`src/include/spi_pkg.sv`:
```
// spi_pkg: constants, types and helpers of the serial peripheral unit
// assumes one 20 MHz bus clock domain and no register bus
package spi_pkg;
  localparam int WORD_W    = 32;
  localparam int BUF_BITS  = 128;
  localparam int BUF_WORDS = BUF_BITS / WORD_W;
  localparam int NCMD      = 8;
  localparam int SSL_W     = 4;
  localparam int RATE_W    = 8;
  localparam int HALF_W    = 12;
  localparam int DIV_MIN   = 2;
  localparam int DIV_MAX   = 4096;
  localparam int SLV_DIV   = 6;
  localparam int SLV_PHASE = 3;

  localparam logic [SSL_W-1:0] SSL_IDLE = 4'hf;
  localparam logic [2:0]       CNT_FULL = 3'h4;
  localparam logic [3:0]       SYNC_RST = 4'h4;

  typedef struct packed {
    logic [SSL_W-1:0] slave_select_lines;
    logic [1:0]       scale;
    logic             cpol;
    logic             cpha;
    logic [4:0]       len;
    logic             lsb_first;
    logic             burst;
    logic [2:0]       clk_dly;
    logic [2:0]       neg_dly;
    logic [2:0]       nxt_dly;
  } spi_cmd_t;

  localparam spi_cmd_t CMD_RST = 24'he0_3800;

  typedef struct packed {
    logic mode_fault;
    logic overrun;
    logic parity;
    logic underrun_error_flag;
  } spi_err_t;

  typedef enum logic [2:0] {
    ST_IDLE  = 3'h0,
    ST_LEAD  = 3'h1,
    ST_SHIFT = 3'h3,
    ST_NEG   = 3'h2,
    ST_NEXT  = 3'h6
  } spi_state_t;

  function automatic logic spi_bit_at(logic [WORD_W-1:0] w, logic [4:0] i, spi_cmd_t c);
    spi_bit_at = c.lsb_first ? w[i] : w[5'(c.len - i)];
  endfunction
endpackage

```
`src/hdl/spi_baud_gen.sv`:
```
// spi_baud_gen: half-period strobe of the master shift clock
// assumes the bus clock; rate and scale are held stable during a frame
`timescale 1ns/100ps
module spi_baud_gen
  import spi_pkg::*;
(
  // clock and reset
  input  wire logic              clock_in,
  input  wire logic              reset_in,
  // control
  input  wire logic              run_in,
  input  wire logic [RATE_W-1:0] rate_in,
  input  wire logic [1:0]        scale_in,
  // strobe
  output logic                   half_tick_out
);
  logic [HALF_W-1:0] cnt_q;
  logic [HALF_W-1:0] cnt_d;
  wire  [HALF_W-1:0] half_len;
  wire               at_end;

  // full ratio is twice half_len: 2 .. 4096
  assign half_len      = HALF_W'(({4'h0, rate_in} + 12'h001) << scale_in);
  assign at_end        = (cnt_q == HALF_W'(half_len - 12'h001));
  assign half_tick_out = run_in & at_end;
  assign cnt_d         = (!run_in || at_end) ? '0 : HALF_W'(cnt_q + 12'h001);

  always_ff @(posedge clock_in) begin
    if (reset_in) cnt_q <= '0;
    else cnt_q <= cnt_d;
  end
endmodule

```
`src/hdl/spi_core.sv`:
```
// spi_core: one-channel serial peripheral unit, master or slave
// assumes pins arrive asynchronous; config ports come from the bus clock domain
`timescale 1ns/100ps
module spi_core
  import spi_pkg::*;
(
  // clock and reset
  input  wire logic              clock_in,
  input  wire logic              reset_in,
  // control
  input  wire logic              enable_in,
  input  wire logic              master_in,
  input  wire logic              loopback_in,
  input  wire logic              output_pin_mode_bit_in,
  input  wire logic              clock_autostop_enable_in,
  input  wire logic              parity_en_in,
  input  wire logic              parity_odd_in,
  input  wire logic              mosi_idle_in,
  input  wire logic              init_in,
  input  wire logic [RATE_W-1:0] rate_in,
  input  wire logic [2:0]        seq_last_in,
  // command table
  input  wire logic              cmd_we_in,
  input  wire logic [2:0]        cmd_idx_in,
  input  wire spi_cmd_t          cmd_in,
  output logic [2:0]             cmd_ptr_out,
  // transmit buffer
  input  wire logic              tx_write_in,
  input  wire logic [WORD_W-1:0] tx_data_in,
  output logic                   tx_ready_out,
  // receive buffer
  input  wire logic              rx_read_in,
  output logic [WORD_W-1:0]      rx_data_out,
  output logic                   rx_valid_out,
  // status
  input  wire spi_err_t          err_clear_in,
  output spi_err_t               serial_status_register_out,
  // requests
  output logic                   rx_full_irq_out,
  output logic                   tx_empty_irq_out,
  output logic                   error_irq_out,
  output logic                   idle_irq_out,
  // pins
  input  wire logic              shift_clock_pin_in,
  output logic                   shift_clock_pin_out,
  output logic                   shift_clock_pin_oe_out,
  input  wire logic              mosi_pin_in,
  output logic                   mosi_pin_out,
  output logic                   mosi_pin_oe_out,
  input  wire logic              miso_pin_in,
  output logic                   miso_pin_out,
  output logic                   miso_pin_oe_out,
  input  wire logic              slave_select_n_in,
  output logic [SSL_W-1:0]       slave_select_lines_out,
  output logic                   slave_select_lines_oe_out
);
  // pin synchronisers
  logic [3:0] pin_s1_q;
  logic [3:0] pin_s2_q;
  logic       sck_s3_q;
  logic       ss_s3_q;
  wire        sck_s  = pin_s2_q[3];
  wire        ss_n_s = pin_s2_q[2];
  wire        mosi_s = pin_s2_q[1];
  wire        miso_s = pin_s2_q[0];

  always_ff @(posedge clock_in) begin
    if (reset_in) begin
      pin_s1_q <= SYNC_RST;
      pin_s2_q <= SYNC_RST;
      sck_s3_q <= 1'b0;
      ss_s3_q  <= 1'b1;
    end else begin
      pin_s1_q <= {shift_clock_pin_in, slave_select_n_in, mosi_pin_in, miso_pin_in};
      pin_s2_q <= pin_s1_q;
      sck_s3_q <= sck_s;
      ss_s3_q  <= ss_n_s;
    end
  end

  // phases of 3+ bus clocks leave every slave edge visible after sync
  wire sck_edge = sck_s ^ sck_s3_q;
  wire ss_fall  = ss_s3_q & ~ss_n_s;

  // command table
  spi_cmd_t   cmd_mem [NCMD];
  logic [2:0] cmd_ptr_q;
  spi_cmd_t   cur;

  assign cur         = master_in ? cmd_mem[cmd_ptr_q] : cmd_mem[0];
  assign cmd_ptr_out = cmd_ptr_q;

  always_ff @(posedge clock_in) begin
    if (reset_in) begin
      for (int i = 0; i < NCMD; i++) begin
        cmd_mem[i] <= CMD_RST;
      end
    end else if (cmd_we_in) begin
      cmd_mem[cmd_idx_in] <= cmd_in;
    end
  end

  // state
  spi_state_t        state_q;
  logic [2:0]        dly_q;
  logic [5:0]        half_q;
  logic              sck_q;
  logic              out_q;
  logic              txp_q;
  logic              rxp_q;
  logic [WORD_W-1:0] tx_sh_q;
  logic [WORD_W-1:0] rx_sh_q;
  logic [WORD_W-1:0] rx_sh_d;
  logic [SSL_W-1:0]  ssl_q;
  spi_err_t          err_q;
  logic              tick;

  // buffers: 128 bits each way, plus the shift words
  logic [WORD_W-1:0] tx_mem [BUF_WORDS];
  logic [WORD_W-1:0] rx_mem [BUF_WORDS];
  logic [1:0]        tx_wp_q;
  logic [1:0]        tx_rp_q;
  logic [1:0]        rx_wp_q;
  logic [1:0]        rx_rp_q;
  logic [2:0]        tx_cnt_q;
  logic [2:0]        rx_cnt_q;

  wire tx_empty = (tx_cnt_q == 3'h0);
  wire rx_full  = (rx_cnt_q == CNT_FULL);
  wire run      = enable_in & ~init_in;
  wire modf     = run & master_in & ~ss_n_s;
  wire stall    = clock_autostop_enable_in & rx_full;
  wire go       = run & master_in & ~err_q.mode_fault & ~tx_empty & ~stall;

  // step decode shared by master and slave
  wire        in_shift = (state_q == ST_SHIFT);
  wire        step     = in_shift & (master_in ? tick : sck_edge);
  wire        smp_edge = (half_q[0] == cur.cpha);
  wire        last     = (half_q == {cur.len, 1'b1});
  wire [5:0]  half_p1  = 6'(half_q + 6'h01);
  wire [4:0]  chg_idx  = half_p1[5:1];
  wire [4:0]  smp_idx  = cur.lsb_first ? half_q[5:1] : 5'(cur.len - half_q[5:1]);
  wire        txp_n    = txp_q ^ out_q;
  wire        par_slot = parity_en_in & (chg_idx == cur.len);
  wire        chg_bit  = par_slot ? (txp_n ^ parity_odd_in)
                                  : spi_bit_at(tx_sh_q, chg_idx, cur);
  wire        rx_bit   = loopback_in ? out_q : (master_in ? miso_s : mosi_s);
  wire        rxp_n    = rxp_q ^ rx_bit;
  wire        done     = step & last;
  wire        par_bad  = parity_en_in & ((smp_edge ? rxp_n : rxp_q) != parity_odd_in);
  wire        m_load   = (state_q == ST_IDLE) & go;
  wire        s_load   = run & ~master_in & ss_fall;
  wire        load     = m_load | s_load;
  wire [WORD_W-1:0] load_word = tx_empty ? '0 : tx_mem[tx_rp_q];
  wire        neg_end  = (state_q == ST_NEG) & tick & (dly_q == 3'h0);

  always_comb begin
    rx_sh_d = rx_sh_q;
    if (step && smp_edge) rx_sh_d[smp_idx] = rx_bit;
  end

  spi_baud_gen u_baud (
    .clock_in      (clock_in),
    .reset_in      (reset_in),
    .run_in        (master_in && state_q != ST_IDLE),
    .rate_in       (rate_in),
    .scale_in      (cur.scale),
    .half_tick_out (tick)
  );

  // transmit buffer
  wire tx_push = tx_write_in & (tx_cnt_q != CNT_FULL);
  wire tx_pop  = load & ~tx_empty;
  always_ff @(posedge clock_in) begin
    if (reset_in || init_in) begin
      tx_wp_q  <= '0;
      tx_rp_q  <= '0;
      tx_cnt_q <= '0;
    end else begin
      if (tx_push) tx_mem[tx_wp_q] <= tx_data_in;
      tx_wp_q  <= 2'(tx_wp_q + {1'b0, tx_push});
      tx_rp_q  <= 2'(tx_rp_q + {1'b0, tx_pop});
      tx_cnt_q <= 3'(tx_cnt_q + {2'b00, tx_push} - {2'b00, tx_pop});
    end
  end

  // receive buffer; a frame into a full buffer is dropped
  wire rx_push = done & ~rx_full;
  wire rx_pop  = rx_read_in & (rx_cnt_q != 3'h0);
  always_ff @(posedge clock_in) begin
    if (reset_in || init_in) begin
      rx_wp_q  <= '0;
      rx_rp_q  <= '0;
      rx_cnt_q <= '0;
    end else begin
      if (rx_push) rx_mem[rx_wp_q] <= rx_sh_d;
      rx_wp_q  <= 2'(rx_wp_q + {1'b0, rx_push});
      rx_rp_q  <= 2'(rx_rp_q + {1'b0, rx_pop});
      rx_cnt_q <= 3'(rx_cnt_q + {2'b00, rx_push} - {2'b00, rx_pop});
    end
  end

  // error flags: a set in the clearing cycle wins
  spi_err_t err_set;
  assign err_set = '{mode_fault: modf, overrun: done & rx_full,
                     parity: done & par_bad,
                     underrun_error_flag: s_load & tx_empty};
  always_ff @(posedge clock_in) begin
    if (reset_in || init_in) err_q <= '0;
    else err_q <= (err_q & ~err_clear_in) | err_set;
  end

  // sequencer and shifter
  always_ff @(posedge clock_in) begin
    if (reset_in || init_in || !run || modf) begin
      state_q   <= ST_IDLE;
      cmd_ptr_q <= '0;
      dly_q     <= '0;
      half_q    <= '0;
      sck_q     <= 1'b0;
      out_q     <= 1'b0;
      txp_q     <= 1'b0;
      rxp_q     <= 1'b0;
      tx_sh_q   <= '0;
      rx_sh_q   <= '0;
      ssl_q     <= SSL_IDLE;
    end else begin
      rx_sh_q <= rx_sh_d;
      if (load) begin
        tx_sh_q <= load_word;
        out_q   <= spi_bit_at(load_word, 5'h00, cur);
        half_q  <= '0;
        txp_q   <= 1'b0;
        rxp_q   <= 1'b0;
        dly_q   <= cur.clk_dly;
      end
      if (step) begin
        sck_q  <= ~sck_q;
        half_q <= half_p1;
        if (smp_edge) rxp_q <= rxp_n;
        else begin
          out_q <= chg_bit;
          txp_q <= txp_n;
        end
      end
      case (state_q)
        ST_IDLE: begin
          sck_q <= cur.cpol;
          if (s_load) state_q <= ST_SHIFT;
          else if (m_load) begin
            state_q <= ST_LEAD;
            ssl_q   <= ~cur.slave_select_lines;
          end else ssl_q <= SSL_IDLE;
        end
        ST_LEAD: begin
          if (tick && dly_q == 3'h0) state_q <= ST_SHIFT;
          else if (tick) dly_q <= 3'(dly_q - 3'h1);
        end
        ST_SHIFT: begin
          if (!master_in && ss_n_s) state_q <= ST_IDLE;
          else if (done && master_in) begin
            state_q <= ST_NEG;
            dly_q   <= cur.neg_dly;
          end else if (done) state_q <= ST_NEXT;
        end
        ST_NEG: begin
          if (neg_end) begin
            state_q   <= ST_NEXT;
            dly_q     <= cur.nxt_dly;
            if (!cur.burst) ssl_q <= SSL_IDLE;
            cmd_ptr_q <= (cmd_ptr_q == seq_last_in) ? 3'h0 : 3'(cmd_ptr_q + 3'h1);
          end else if (tick) dly_q <= 3'(dly_q - 3'h1);
        end
        ST_NEXT: begin
          if (!master_in) begin
            if (ss_n_s) state_q <= ST_IDLE;
          end else if (tick && dly_q == 3'h0) state_q <= ST_IDLE;
          else if (tick) dly_q <= 3'(dly_q - 3'h1);
        end
        default: state_q <= ST_IDLE;
      endcase
    end
  end

  // pins; open-drain only pulls clock and data pins low, select lines stay push-pull
  wire od       = output_pin_mode_bit_in;
  wire ssl_on   = (ssl_q != SSL_IDLE);
  wire mosi_val = ssl_on ? out_q : mosi_idle_in;
  wire m_drv    = run & master_in;
  wire s_drv    = run & ~master_in & (state_q != ST_IDLE);

  assign shift_clock_pin_out       = od ? 1'b0 : sck_q;
  assign shift_clock_pin_oe_out    = m_drv & (~od | ~sck_q);
  assign mosi_pin_out              = od ? 1'b0 : mosi_val;
  assign mosi_pin_oe_out           = m_drv & (~od | ~mosi_val);
  assign miso_pin_out              = od ? 1'b0 : out_q;
  assign miso_pin_oe_out           = s_drv & (~od | ~out_q);
  assign slave_select_lines_out    = ssl_q;
  assign slave_select_lines_oe_out = m_drv;

  // buffer and status outputs
  assign tx_ready_out               = (tx_cnt_q != CNT_FULL);
  assign rx_valid_out               = (rx_cnt_q != 3'h0);
  assign rx_data_out                = rx_mem[rx_rp_q];
  assign serial_status_register_out = err_q;
  assign rx_full_irq_out            = rx_full;
  assign tx_empty_irq_out           = run & tx_empty;
  assign error_irq_out              = |err_q;
  assign idle_irq_out               = run & (state_q == ST_IDLE) & tx_empty;
endmodule

```
`config.mk`:
```
export PLATFORM = sky130hd
export DESIGN_NAME = spi_core
export DESIGN_NICKNAME = d
export VERILOG_FILES = /design/src/include/spi_pkg.sv /design/src/hdl/spi_baud_gen.sv /design/src/hdl/spi_core.sv
export SDC_FILE = /design/constraint.sdc
export NUM_CORES = 1
export LEC_CHECK = 0
export CORE_MARGIN = 4
export CORE_UTILIZATION = 30
export CTS_BUF_LIST = sky130_fd_sc_hd__clkbuf_4
export CTS_CLUSTER_SIZE = 16
export DETAILED_ROUTE_END_ITERATION = 10
export DONT_BUFFER_PORTS = 1
export PLACE_DENSITY_LB_ADDON = 0.15
export SYNTH_ARGS = -nofsm -noshare
export SYNTH_HDL_FRONTEND = slang
export SYNTH_SLANG_ARGS = --single-unit
```
`constraint.sdc`:
```
create_clock -name clock_in -period 21 [get_ports clock_in]
set_clock_uncertainty 0.2 [all_clocks]
set_input_delay 2.1 -clock clock_in [delete_from_list [all_inputs] [get_ports clock_in]]
set_output_delay 2.1 -clock clock_in [all_outputs]
set_load 0.01 [all_outputs]
```
==> run_results.csv, run 1 <==
group,metric,value,unit
placement,gp_congestion,0.766,
drt,drt_iter0_drc,1182,
synthesis,yosysSeqAreaShare,60.6,%
layout,area_growth,13.9,%
synthesis,synth_area_per_cell,13.7,um^2
placement,io_buffers,0,
worst_hold_path,worstHoldPathType,"register to register",
drt,vias_per_cell,4.98,
synthesis,synthCells,1935,
timing,slew_headroom,7.78,%
drt,ant_nets,0,
cts,cts_inserted_buffers,166,
die,num_rows,108,
setup_path,cp_max_fo,28,
cts,clk_pin_slew,0.06,ns
setup_path,startpoint_type,"register",
drt,routedWlPerCell,22.3,um
global_route,grt_pass1_vias,17200,
cts,ctsHtreeMaxLevel,4,
die,fp.dieH,305,um
layout,mostFrequentLayoutCell,"edfxtp_1",
setup_path,crit_arrival,7.76,ns
drt,dr_total_vias,16600,
layout,post-route-util,34.6,%
cts,clock-root-buffer,"clkbuf_4",
power,fin_total_pwr,2490,uW
die,die_x,305,um
cts,cts_setup_buffers,0,
synthesis,ys_async_sr_fraction,0,%
timing,hold_violations,0,
setup_path,required,21.66,ns
timing,max_freq,0.141,GHz
cts,cts_tree,"yes",
die,die-area,0.0931,mm^2
die,start_util,30.4,%
cts,clk_latency,1.01,ns
cts,cts_buffer_depth,3,
flow_run,maxCapViolCount,0,
layout,stdcell_area,0.0302,mm^2
run_status,status,"finished, final reports clean",
synthesis,syn-num-nets,2054,
drt,drt-total-wl,74400,um
synthesis,synth_ff_type,"edfxtp_1",
cts,cts_resized,0,
global_route,grt_remaining_overflow,0,
power,power_leakage,0.0101,uW
global_route,antenna_found_initial,12,
layout,mostFrequentLayoutCells,"edfxtp_1 (448), clkbuf_4 (267), and2_1 (189)",
timing,rsz0062_at_grt,"no",
power,ir_drop,0.0435,mV
synthesis,synth_area,0.0265,mm^2
drt,drtPass1Iterations,5,
global_route,grt_usage,15.8,%
setup_path,worstSetupEndpointType,"register",
timing,worst_pin_slew,1.37,ns
timing,setup_tns,0,ns
drt,drc,0,
synthesis,yosysWarnings,0,
power,p_per_area,82.6,mW/mm^2
cts,ctsHoldBuffers,0,
die,core_area,0.0872,mm^2
global_route,grt_start_max_net_pins,67,
timing,hold_ws,0.174,ns
cts,cts.sinks,578,
timing,finalSetupViolations,0,
placement,dp_hpwl,46700,um
global_route,grt_pass1_wl,111000,um
placement,place_area,0.0279,mm^2
layout,fill_cells,8534,
synthesis,synth-seq-cells,578,
timing,period_minus_slack,7.09,ns
layout,fin_nets,2149,
timing,fin_crit_sh,33.8,%
timing,slew_viol_final,0,
synthesis,ys_types,67,
layout,drive_gt1_share,24.0,%
die,ios,148,
setup_path,crit_type,"register to register",
synthesis,synth_edf_count,448,
## kinds of logic after synthesis
group,after synthesis,synth area share (%)
and+or+nand+nor,667,13.5
DFF,578,60.6
AOI/OAI and AO/OA,253,6.10
muxes,202,14.2
buffers and inverters,145,2.13
xor gates and xnor gates,63,2.08
adders and majority gates,27,1.39
## per-stage QoR
| stage | worst slack [ns] | cells |
|---|---|---|
| 2_1_floorplan | 11.42 | 1935 |
| 3_3_place_gp | 13.06 | 3017 |
| 3_5_place_dp | 12.95 | 3017 |
| 4_1_cts | 13.89 | 3324 |
| 5_1_grt | 13.38 | 3327 |
| 6_report | 13.91 | 3330 |
## registers in the layout, summed over array words and instances, names as in the netlist, 6 cells and up, named ones only
name	count
rx_sh_q	32
tx_mem	128
tx_sh_q	32
u_baud.cnt_q	12
cmd_mem	192
half_q	6
rx_mem	128
## synth_stat cells (23+ instances only)
cell / count / area share (%)
and2_1: 189 / 4.5
nand2b_1: 25 / 0.59
mux2i_1: 57 / 2.2
mux4_2: 138 / 12
nand2_1: 156 / 2.2
inv_1: 32 / 0.45
a21oi_1: 113 / 2.1
ha_1: 23 / 1.1
o21ai_0: 27 / 0.51
xnor2_1: 41 / 1.4
nand3_1: 29 / 0.55
dfxtp_1: 130 / 9.8
or3_1: 64 / 1.5
edfxtp_1: 448 / 51
clkbuf_1: 83 / 1.2
nor2_1: 86 / 1.2
o31ai_1: 35 / 0.99
## where the power goes
group	total, uW	switching [uW]	internal, uW
Combinational	130	84.7	44.8
Sequential	1260	8.09	1250
Clock	1100	491	611
Total	2490	583	1910
## cell type report
| class | instances | area [um^2] | area share [%] |
|---|---|---|---|
| flip-flops and latches | 578 | 16100 | 53.2 |
| multi-input cells | 1212 | 9970 | 33.0 |
| clock buffers | 267 | 2000 | 6.64 |
| well taps | 1155 | 1450 | 4.79 |
| repair buffers | 40 | 300 | 0.995 |
| clock inverters | 40 | 255 | 0.846 |
| inverters | 32 | 120 | 0.398 |
| diodes | 6 | 15.0 | 0.0498 |
## critical path, cell delays in order (launching register included)
cell       delay [ns]
dfxtp_2          0.32
buf_4            0.47
mux4_2           0.66
o21ai_4          0.58
nand2_1          0.12
o211ai_1         0.12
ha_1             0.25
or3b_1           0.38
a221oi_1         0.37
and2_1           0.22
o211a_1          0.18
xor2_1           0.15
nand4_1          0.21
a2111oi_2        0.39
buf_4            0.23
and2_1           0.22
o21ai_1          0.21
or2_2            0.41
ha_1             0.28
inv_1            0.04
ha_1             0.18
fa_1             0.38
xnor2_1          0.19
xnor2_1          0.14
nor2_1           0.05
## worst paths after layout
| path | startpoint | endpoint | slack (ns) | depth (start not counted) |
|---|---|---|---|---|
| setup / recovery | register | rx_cnt_q[2] | 13.91 | 24 |
| hold / removal | pin_s1_q[2] | pin_s2_q[2] | 0.17 | 1 |
| setup reg to reg | register | rx_cnt_q[2] | 13.91 | 24 |
| hold reg to reg | pin_s1_q[2] | pin_s2_q[2] | 0.17 | 1 |
## metal layers
| metal | global-route usage (%) | vias up | share of wire, % |
|---|---|---|---|
| met5 | 0 | - | 0.017 |
| li1 | - | 7647 | - |
| met1 | 21.5 | 8331 | 45 |
| met4 | 5.45 | 2 | 2.4 |
| met3 | 4.60 | 136 | 6.9 |
| met2 | 24.4 | 473 | 45 |
No activity file was read; power rests on OpenSTA's default activity.
==> inputs of run 2 (changes only) <==
clock period = 7.4 ns   (was 21 ns; I/O delays follow)
==> run 2 against run 1 <==
Net effect: global-route usage is 0.25 points higher; critical endpoint unchanged; sequential share of layout area decreased by 1.5 points; clock power increased to 2.8 times the previous value; setup slack worse by 13 ns; cell area rose by 3.0%.
==> run_results.csv, run 2 (same netlist as run 1, synthesis figures left out) <==
group,metric,value,unit
die,fp.dieH,305,um
placement,dp_hpwl,47100,um
layout,reg_top3,"cmd_mem (192), rx_mem (128), tx_mem (128)",
timing,max_freq,0.155,GHz
placement,io_buffers,0,
die,die-area,0.0931,mm^2
layout,stdcell_area,0.0311,mm^2
power,power_leakage,0.0105,uW
layout,drive_gt1_share,23.1,%
layout,multi_input_area,0.00997,mm^2
cts,cts_inserted_buffers,165,
drt,routedWlPerCell,21.8,um
power,ir_drop,0.124,mV
layout,regMostFlops,"cmd_mem",
power,internal_power,5460,uW
cts,clk_pin_slew,0.06,ns
die,start_util,30.4,%
layout,mostFrequentLayoutCells,"edfxtp_1 (448), clkbuf_4 (254), and2_1 (189)",
drt,ant_nets,0,
layout,stdcell_count,3422,
power,comb_power_share,5.9,%
run_status,status,"finished, final reports clean",
timing,slew_headroom,30.5,%
timing,worst_pin_slew,1.04,ns
cts,clk_latency,0.98,ns
timing,period_minus_slack,6.44,ns
global_route,grt_pass1_vias,17800,
power,p_per_area,229,mW/mm^2
power,swShare,23.4,%
drt,drc,0,
power,clkPwrFrac,43.8,%
global_route,antenna_found_initial,14,
power,seq_power_share,50.3,%
drt,drtPass1Iterations,5,
setup_path,cp_max_fo,28,
power,power.net_switching,1670,uW
layout,mostFrequentLayoutCell,"edfxtp_1",
layout,area_growth,17.3,%
timing,fin_crit_sh,87.1,%
timing,hold_violations,0,
timing,slew_viol_final,0,
timing,rsz0062_at_grt,"no",
layout,fill_cells,8491,
drt,drt-total-wl,74600,um
setup_path,crit_arrival,7.09,ns
die,num_rows,108,
placement,placed_cells,3025,
placement,place_area,0.0280,mm^2
cts,ctsHtreeMaxLevel,4,
power,fin_total_pwr,7120,uW
die,ios,148,
worst_hold_path,worstHoldPathType,"input port to register",
drt,dr_total_vias,16900,
cts,cts_tree,"yes",
drt,drt_iter0_drc,1081,
setup_path,crit_type,"register to register",
cts,cts.sinks,578,
layout,regArea,0.0161,mm^2
setup_path,required,8.05,ns
worst_hold_path,hold_path_startpoint,"loopback_in",
die,die_x,305,um
die,core_area,0.0872,mm^2
setup_path,startpoint_type,"register",
cts,clock-root-buffer,"clkbuf_4",
global_route,grt_pass1_wl,113000,um
global_route,grt_remaining_overflow,0,
layout,largest_reg_flops,192,
timing,finalSetupViolations,0,
setup_path,worstSetupEndpointType,"register",
cts,cts_resized,0,
cts,cts_buffer_depth,3,
drt,vias_per_cell,4.95,
global_route,grt_usage,16.1,%
global_route,grt_start_max_net_pins,67,
flow_run,maxCapViolCount,0,
placement,gp_congestion,0.751,
timing,setup_tns,0,ns
layout,fin_nets,2239,
cts,cts_setup_buffers,0,
[run 2: path summary, 6_finish.rpt]
kind | end | slack, ns | cells past startpoint
worst min-delay path | rxp_q | 0.17 | 4
worst min register to register | pin_s2_q[2] | 0.21 | 1
worst max-delay path | rx_cnt_q[2] | 0.96 | 24
worst max register to register | rx_cnt_q[2] | 0.96 | 24
[run 2: worst max-delay path: stages, from the launching register on]
cell,delay [ns]
dfxtp_4,0.45
mux2i_1,0.10
mux4_2,0.54
o21ai_4,0.13
buf_4,0.29
nand2_1,0.09
o211ai_1,0.10
ha_1,0.22
or3b_1,0.38
a221oi_1,0.39
and2_1,0.20
o211a_1,0.17
xor2_1,0.14
nand4_1,0.18
a2111oi_2,0.59
and2_1,0.31
o21ai_1,0.22
or2_2,0.35
ha_1,0.28
inv_1,0.04
ha_1,0.19
fa_1,0.38
xnor2_1,0.18
xnor2_1,0.14
nor2_1,0.06
[run 2: layer usage]
metal / GRT usage [%] / share of wire (%)
met5: 0 / 0.055
met4: 5.57 / 2.3
met3: 4.11 / 5.8
met2: 25.5 / 47
met1: 21.6 / 45
[run 2: final cells by class]
cell class / instances / area share [%]
clock inverters: 49 / 1.13
multi-input cells: 1212 / 32.1
well taps: 1155 / 4.65
inverters: 32 / 0.386
diodes: 11 / 0.0886
repair buffers: 131 / 3.83
flip-flops and latches: 578 / 51.7
clock buffers: 254 / 6.14
[run 2: what timing repair did]
item | in CTS | in global routing
endpoints found under the hold margin | 372 | 0
hold buffers | 83 | 0
setup endpoints to repair | 0 | 0
[run 2: power groups by stage]
| stage | clock network (uW) | logic, uW | registers [uW] |
|---|---|---|---|
| floorplan | 0 | 257 | 3640 |
| global placement | 0 | 371 | 3650 |
| detailed placement | 0 | 371 | 3650 |
| CTS | 3260 | 429 | 3580 |
| global route | 3450 | 463 | 3590 |
| finish | 3120 | 423 | 3580 |
[run 2: per-stage QoR]
step | util (%) | hold WS, ns | setup slack [ns]
after CTS | 35.6 | 0.00288 | 0.916
final | 35.7 | 0.171 | 0.955
after floorplan | - | 0.189 | -1.12
after global placement | 32.1 | 0.199 | 0.984
after global routing | 35.6 | 0.100 | 0.554
after detailed placement | 32.1 | 0.200 | 0.879
==> inputs of run 3 (changes only) <==
CORE_UTILIZATION = 55   (was 30)
==> run 3 against run 2 <==
Net effect: via count is 0.96% lower; critical path depth did not move; core utilization grew 27 points; sequential power hardly changed; worst hold slack worse by 0.037 ns; flip-flop and latch count stayed put; fmax shrank 5.2%; clock power fell by 13%; wire length is 16% lower; non-clock buffer count is 12 lower; first-iteration DRC count grew 27%; largest power group unchanged.
==> run_results.csv, run 3 (same netlist as run 1, synthesis figures left out) <==
group,metric,value,unit
cts,clk_pin_slew,0.06,ns
timing,worst_pin_slew,1.18,ns
die,start_util,55.6,%
timing,fin_crit_sh,91.8,%
timing,slew_headroom,21.2,%
cts,cts_buffer_depth,3,
die,die-area,0.0517,mm^2
setup_path,crit_type,"register to register",
die,num_rows,80,
worst_hold_path,hold_path_startpoint,"rx_read_in",
run_status,status,"finished, final reports clean",
cts,ctsHtreeMaxLevel,4,
placement,dp_slack,0.549,ns
setup_path,path_buf_inv,2,
die,ios,148,
worst_hold_path,worstHoldPathType,"input port to register",
setup_path,path_cells,"mux2i_1 > mux4_2 > o21ai_4 > nand2_1 > o211ai_1 > ha_1 > or3b_1 > a221oi_1 > and2_1 > o211a_1 > xor2_1 > nand4_1 > a2111oi_2 > buf_4 > and2_1 > o21ai_1 > or2_2 > ha_1 > inv_1 > ha_1 > fa_1 > xnor2_1 > xnor2_1 > nor2_1",
placement,placed_cells,2480,
setup_path,reg2reg_setup_slack,0.61,ns
setup_path,worstSetupEndpointType,"register",
timing,slew_viol_final,0,
placement,gp_congestion,0.847,
timing,rsz0062_at_grt,"no",
global_route,grt_start_max_net_pins,75,
timing,hold_violations,0,
layout,area_growth,12.9,%
setup_path,crit_path_top_delay_cell,"dfxtp_4",
placement,io_buffers,0,
cts,clock-root-buffer,"clkbuf_4",
drt,routedWlPerCell,22.2,um
worst_hold_path,hold_depth,3,
timing,finalSetupViolations,0,
drt,dr_total_vias,16800,
die,die_x,227,um
timing,hold_ws,0.134,ns
setup_path,cp_slowest_stage_delay,0.60,ns
setup_path,cp_top_family,"compound AO/OA/AOI/OAI gates",
cts,cts_inserted_buffers,150,
cts,cts_tree,"yes",
flow_run,maxCapViolCount,0,
layout,mostFrequentLayoutCell,"edfxtp_1",
power,ir_drop,0.170,mV
layout,regMostFlops,"cmd_mem",
setup_path,reg2reg_to,"rx_cnt_q[2]",
die,core_area,0.0476,mm^2
cts,cts.sinks,578,
setup_path,startpoint_type,"register",
global_route,antenna_found_initial,6,
global_route,grt_pass1_wl,98400,um
drt,drt-total-wl,62800,um
cts,clk_latency,0.96,ns
global_route,grt_pass1_vias,17300,
setup_path,reg2reg_depth,24,
setup_path,cp_common_cell,"ha_1",
layout,largest_reg_flops,192,
global_route,grt_usage,25.0,%
layout,fin_nets,2212,
drt,drt_iter0_drc,1374,
layout,drive_gt1_share,21.8,%
layout,multi_input_area,0.00996,mm^2
drt,drtPass1Iterations,5,
setup_path,crit_arrival,7.42,ns
placement,dp_hpwl,39000,um
drt,vias_per_cell,5.94,
cts,cts_resized,0,
layout,regArea,0.0161,mm^2
timing,max_freq,0.147,GHz
layout,mostFrequentLayoutCells,"edfxtp_1 (448), clkbuf_4 (229), and2_1 (189)",
setup_path,required,8.02,ns
timing,period_minus_slack,6.79,ns
layout,reg_top3,"cmd_mem (192), rx_mem (128), tx_mem (128)",
die,fp.dieH,227,um
layout,fill_cells,3626,
power,p_per_area,224,mW/mm^2
setup_path,cp_max_fo,28,
global_route,grt_remaining_overflow,0,
drt,drc,0,
power,power_leakage,0.0103,uW
layout,post-route-util,62.8,%
worst_hold_path,min_to,"rx_rp_q[0]",
timing,fin_ws,0.605,ns
drt,ant_nets,0,
layout,stdcell_count,2827,
-- run 3: cell types whose count changed in the layout (fill, tap and decap cells not counted), moves of 2 or more --
cell | before | now
diode_2 | 11 | 3
bufinv_16 | 5 | 1
dlygate4sd3_1 | 83 | 76
clkinv_1 | 30 | 26
buf_4 | 48 | 43
clkinv_2 | 7 | 3
inv_2 | 1 | 7
clkinvlp_4 | 3 | 1
clkinv_4 | 3 | 1
clkbuf_4 | 254 | 229
-- run 3: layout make-up --
class,instances,share of cell area [%]
Sequential cell,578,53.7
Multi-Input combinational cell,1212,33.3
Clock buffer,229,5.75
Timing Repair Buffer,119,3.62
Tap cell,615,2.57
Clock inverter,39,0.619
Inverter,32,0.402
Antenna cell,3,0.0251
-- run 3: per-stage QoR --
step / total power (uW) / TNS [ns] / cell area (um^2)
6_report: 6700 / 0 / 29900
5_1_grt: 6990 / 0 / 29900
4_1_cts: 6770 / 0 / 29900
3_5_place_dp: 4000 / 0 / 27200
3_3_place_gp: 3990 / 0 / 27200
2_1_floorplan: 3900 / -143.13 / 26500
-- run 3: where the power goes --
part	switching [uW]	internal [uW]
registers	22.9	3560
logic	247	152
clock network	1270	1440
-- run 3: routing by layer --
metal	vias to the layer above	wire, um	track usage [%]
met4	4	1160	7.48
met2	598	30000	39.8
li1	7757	-	-
met3	90	4730	6.89
met5	-	21	0
met1	8333	26900	34.2
-- run 3: how the worst max path moves through the flow --
| stage | end | slack (ns) | cells past startpoint |
|---|---|---|---|
| after CTS | rx_cnt_q[2] | 0.53 | 24 |
| after global placement | rx_cnt_q[2] | 0.69 | 24 |
| after detailed placement | rx_cnt_q[2] | 0.55 | 24 |
| final | rx_cnt_q[2] | 0.61 | 24 |
| after global routing | rx_cnt_q[2] | 0.06 | 24 |
| after floorplan | rx_mem[0][0] | -1.12 | 21 |
-- run 3: tightest hold or removal path, delay by kind of cell --
kind                       cells  cell delay [ns]
adders and majority gates      1             0.16
and+or+nand+nor                2             0.33
-- run 3: repair_timing --
action / CTS / global route
endpoints found under the hold margin: 362 / 0
buffers inserted: 0 / 0
hold buffers: 76 / 0
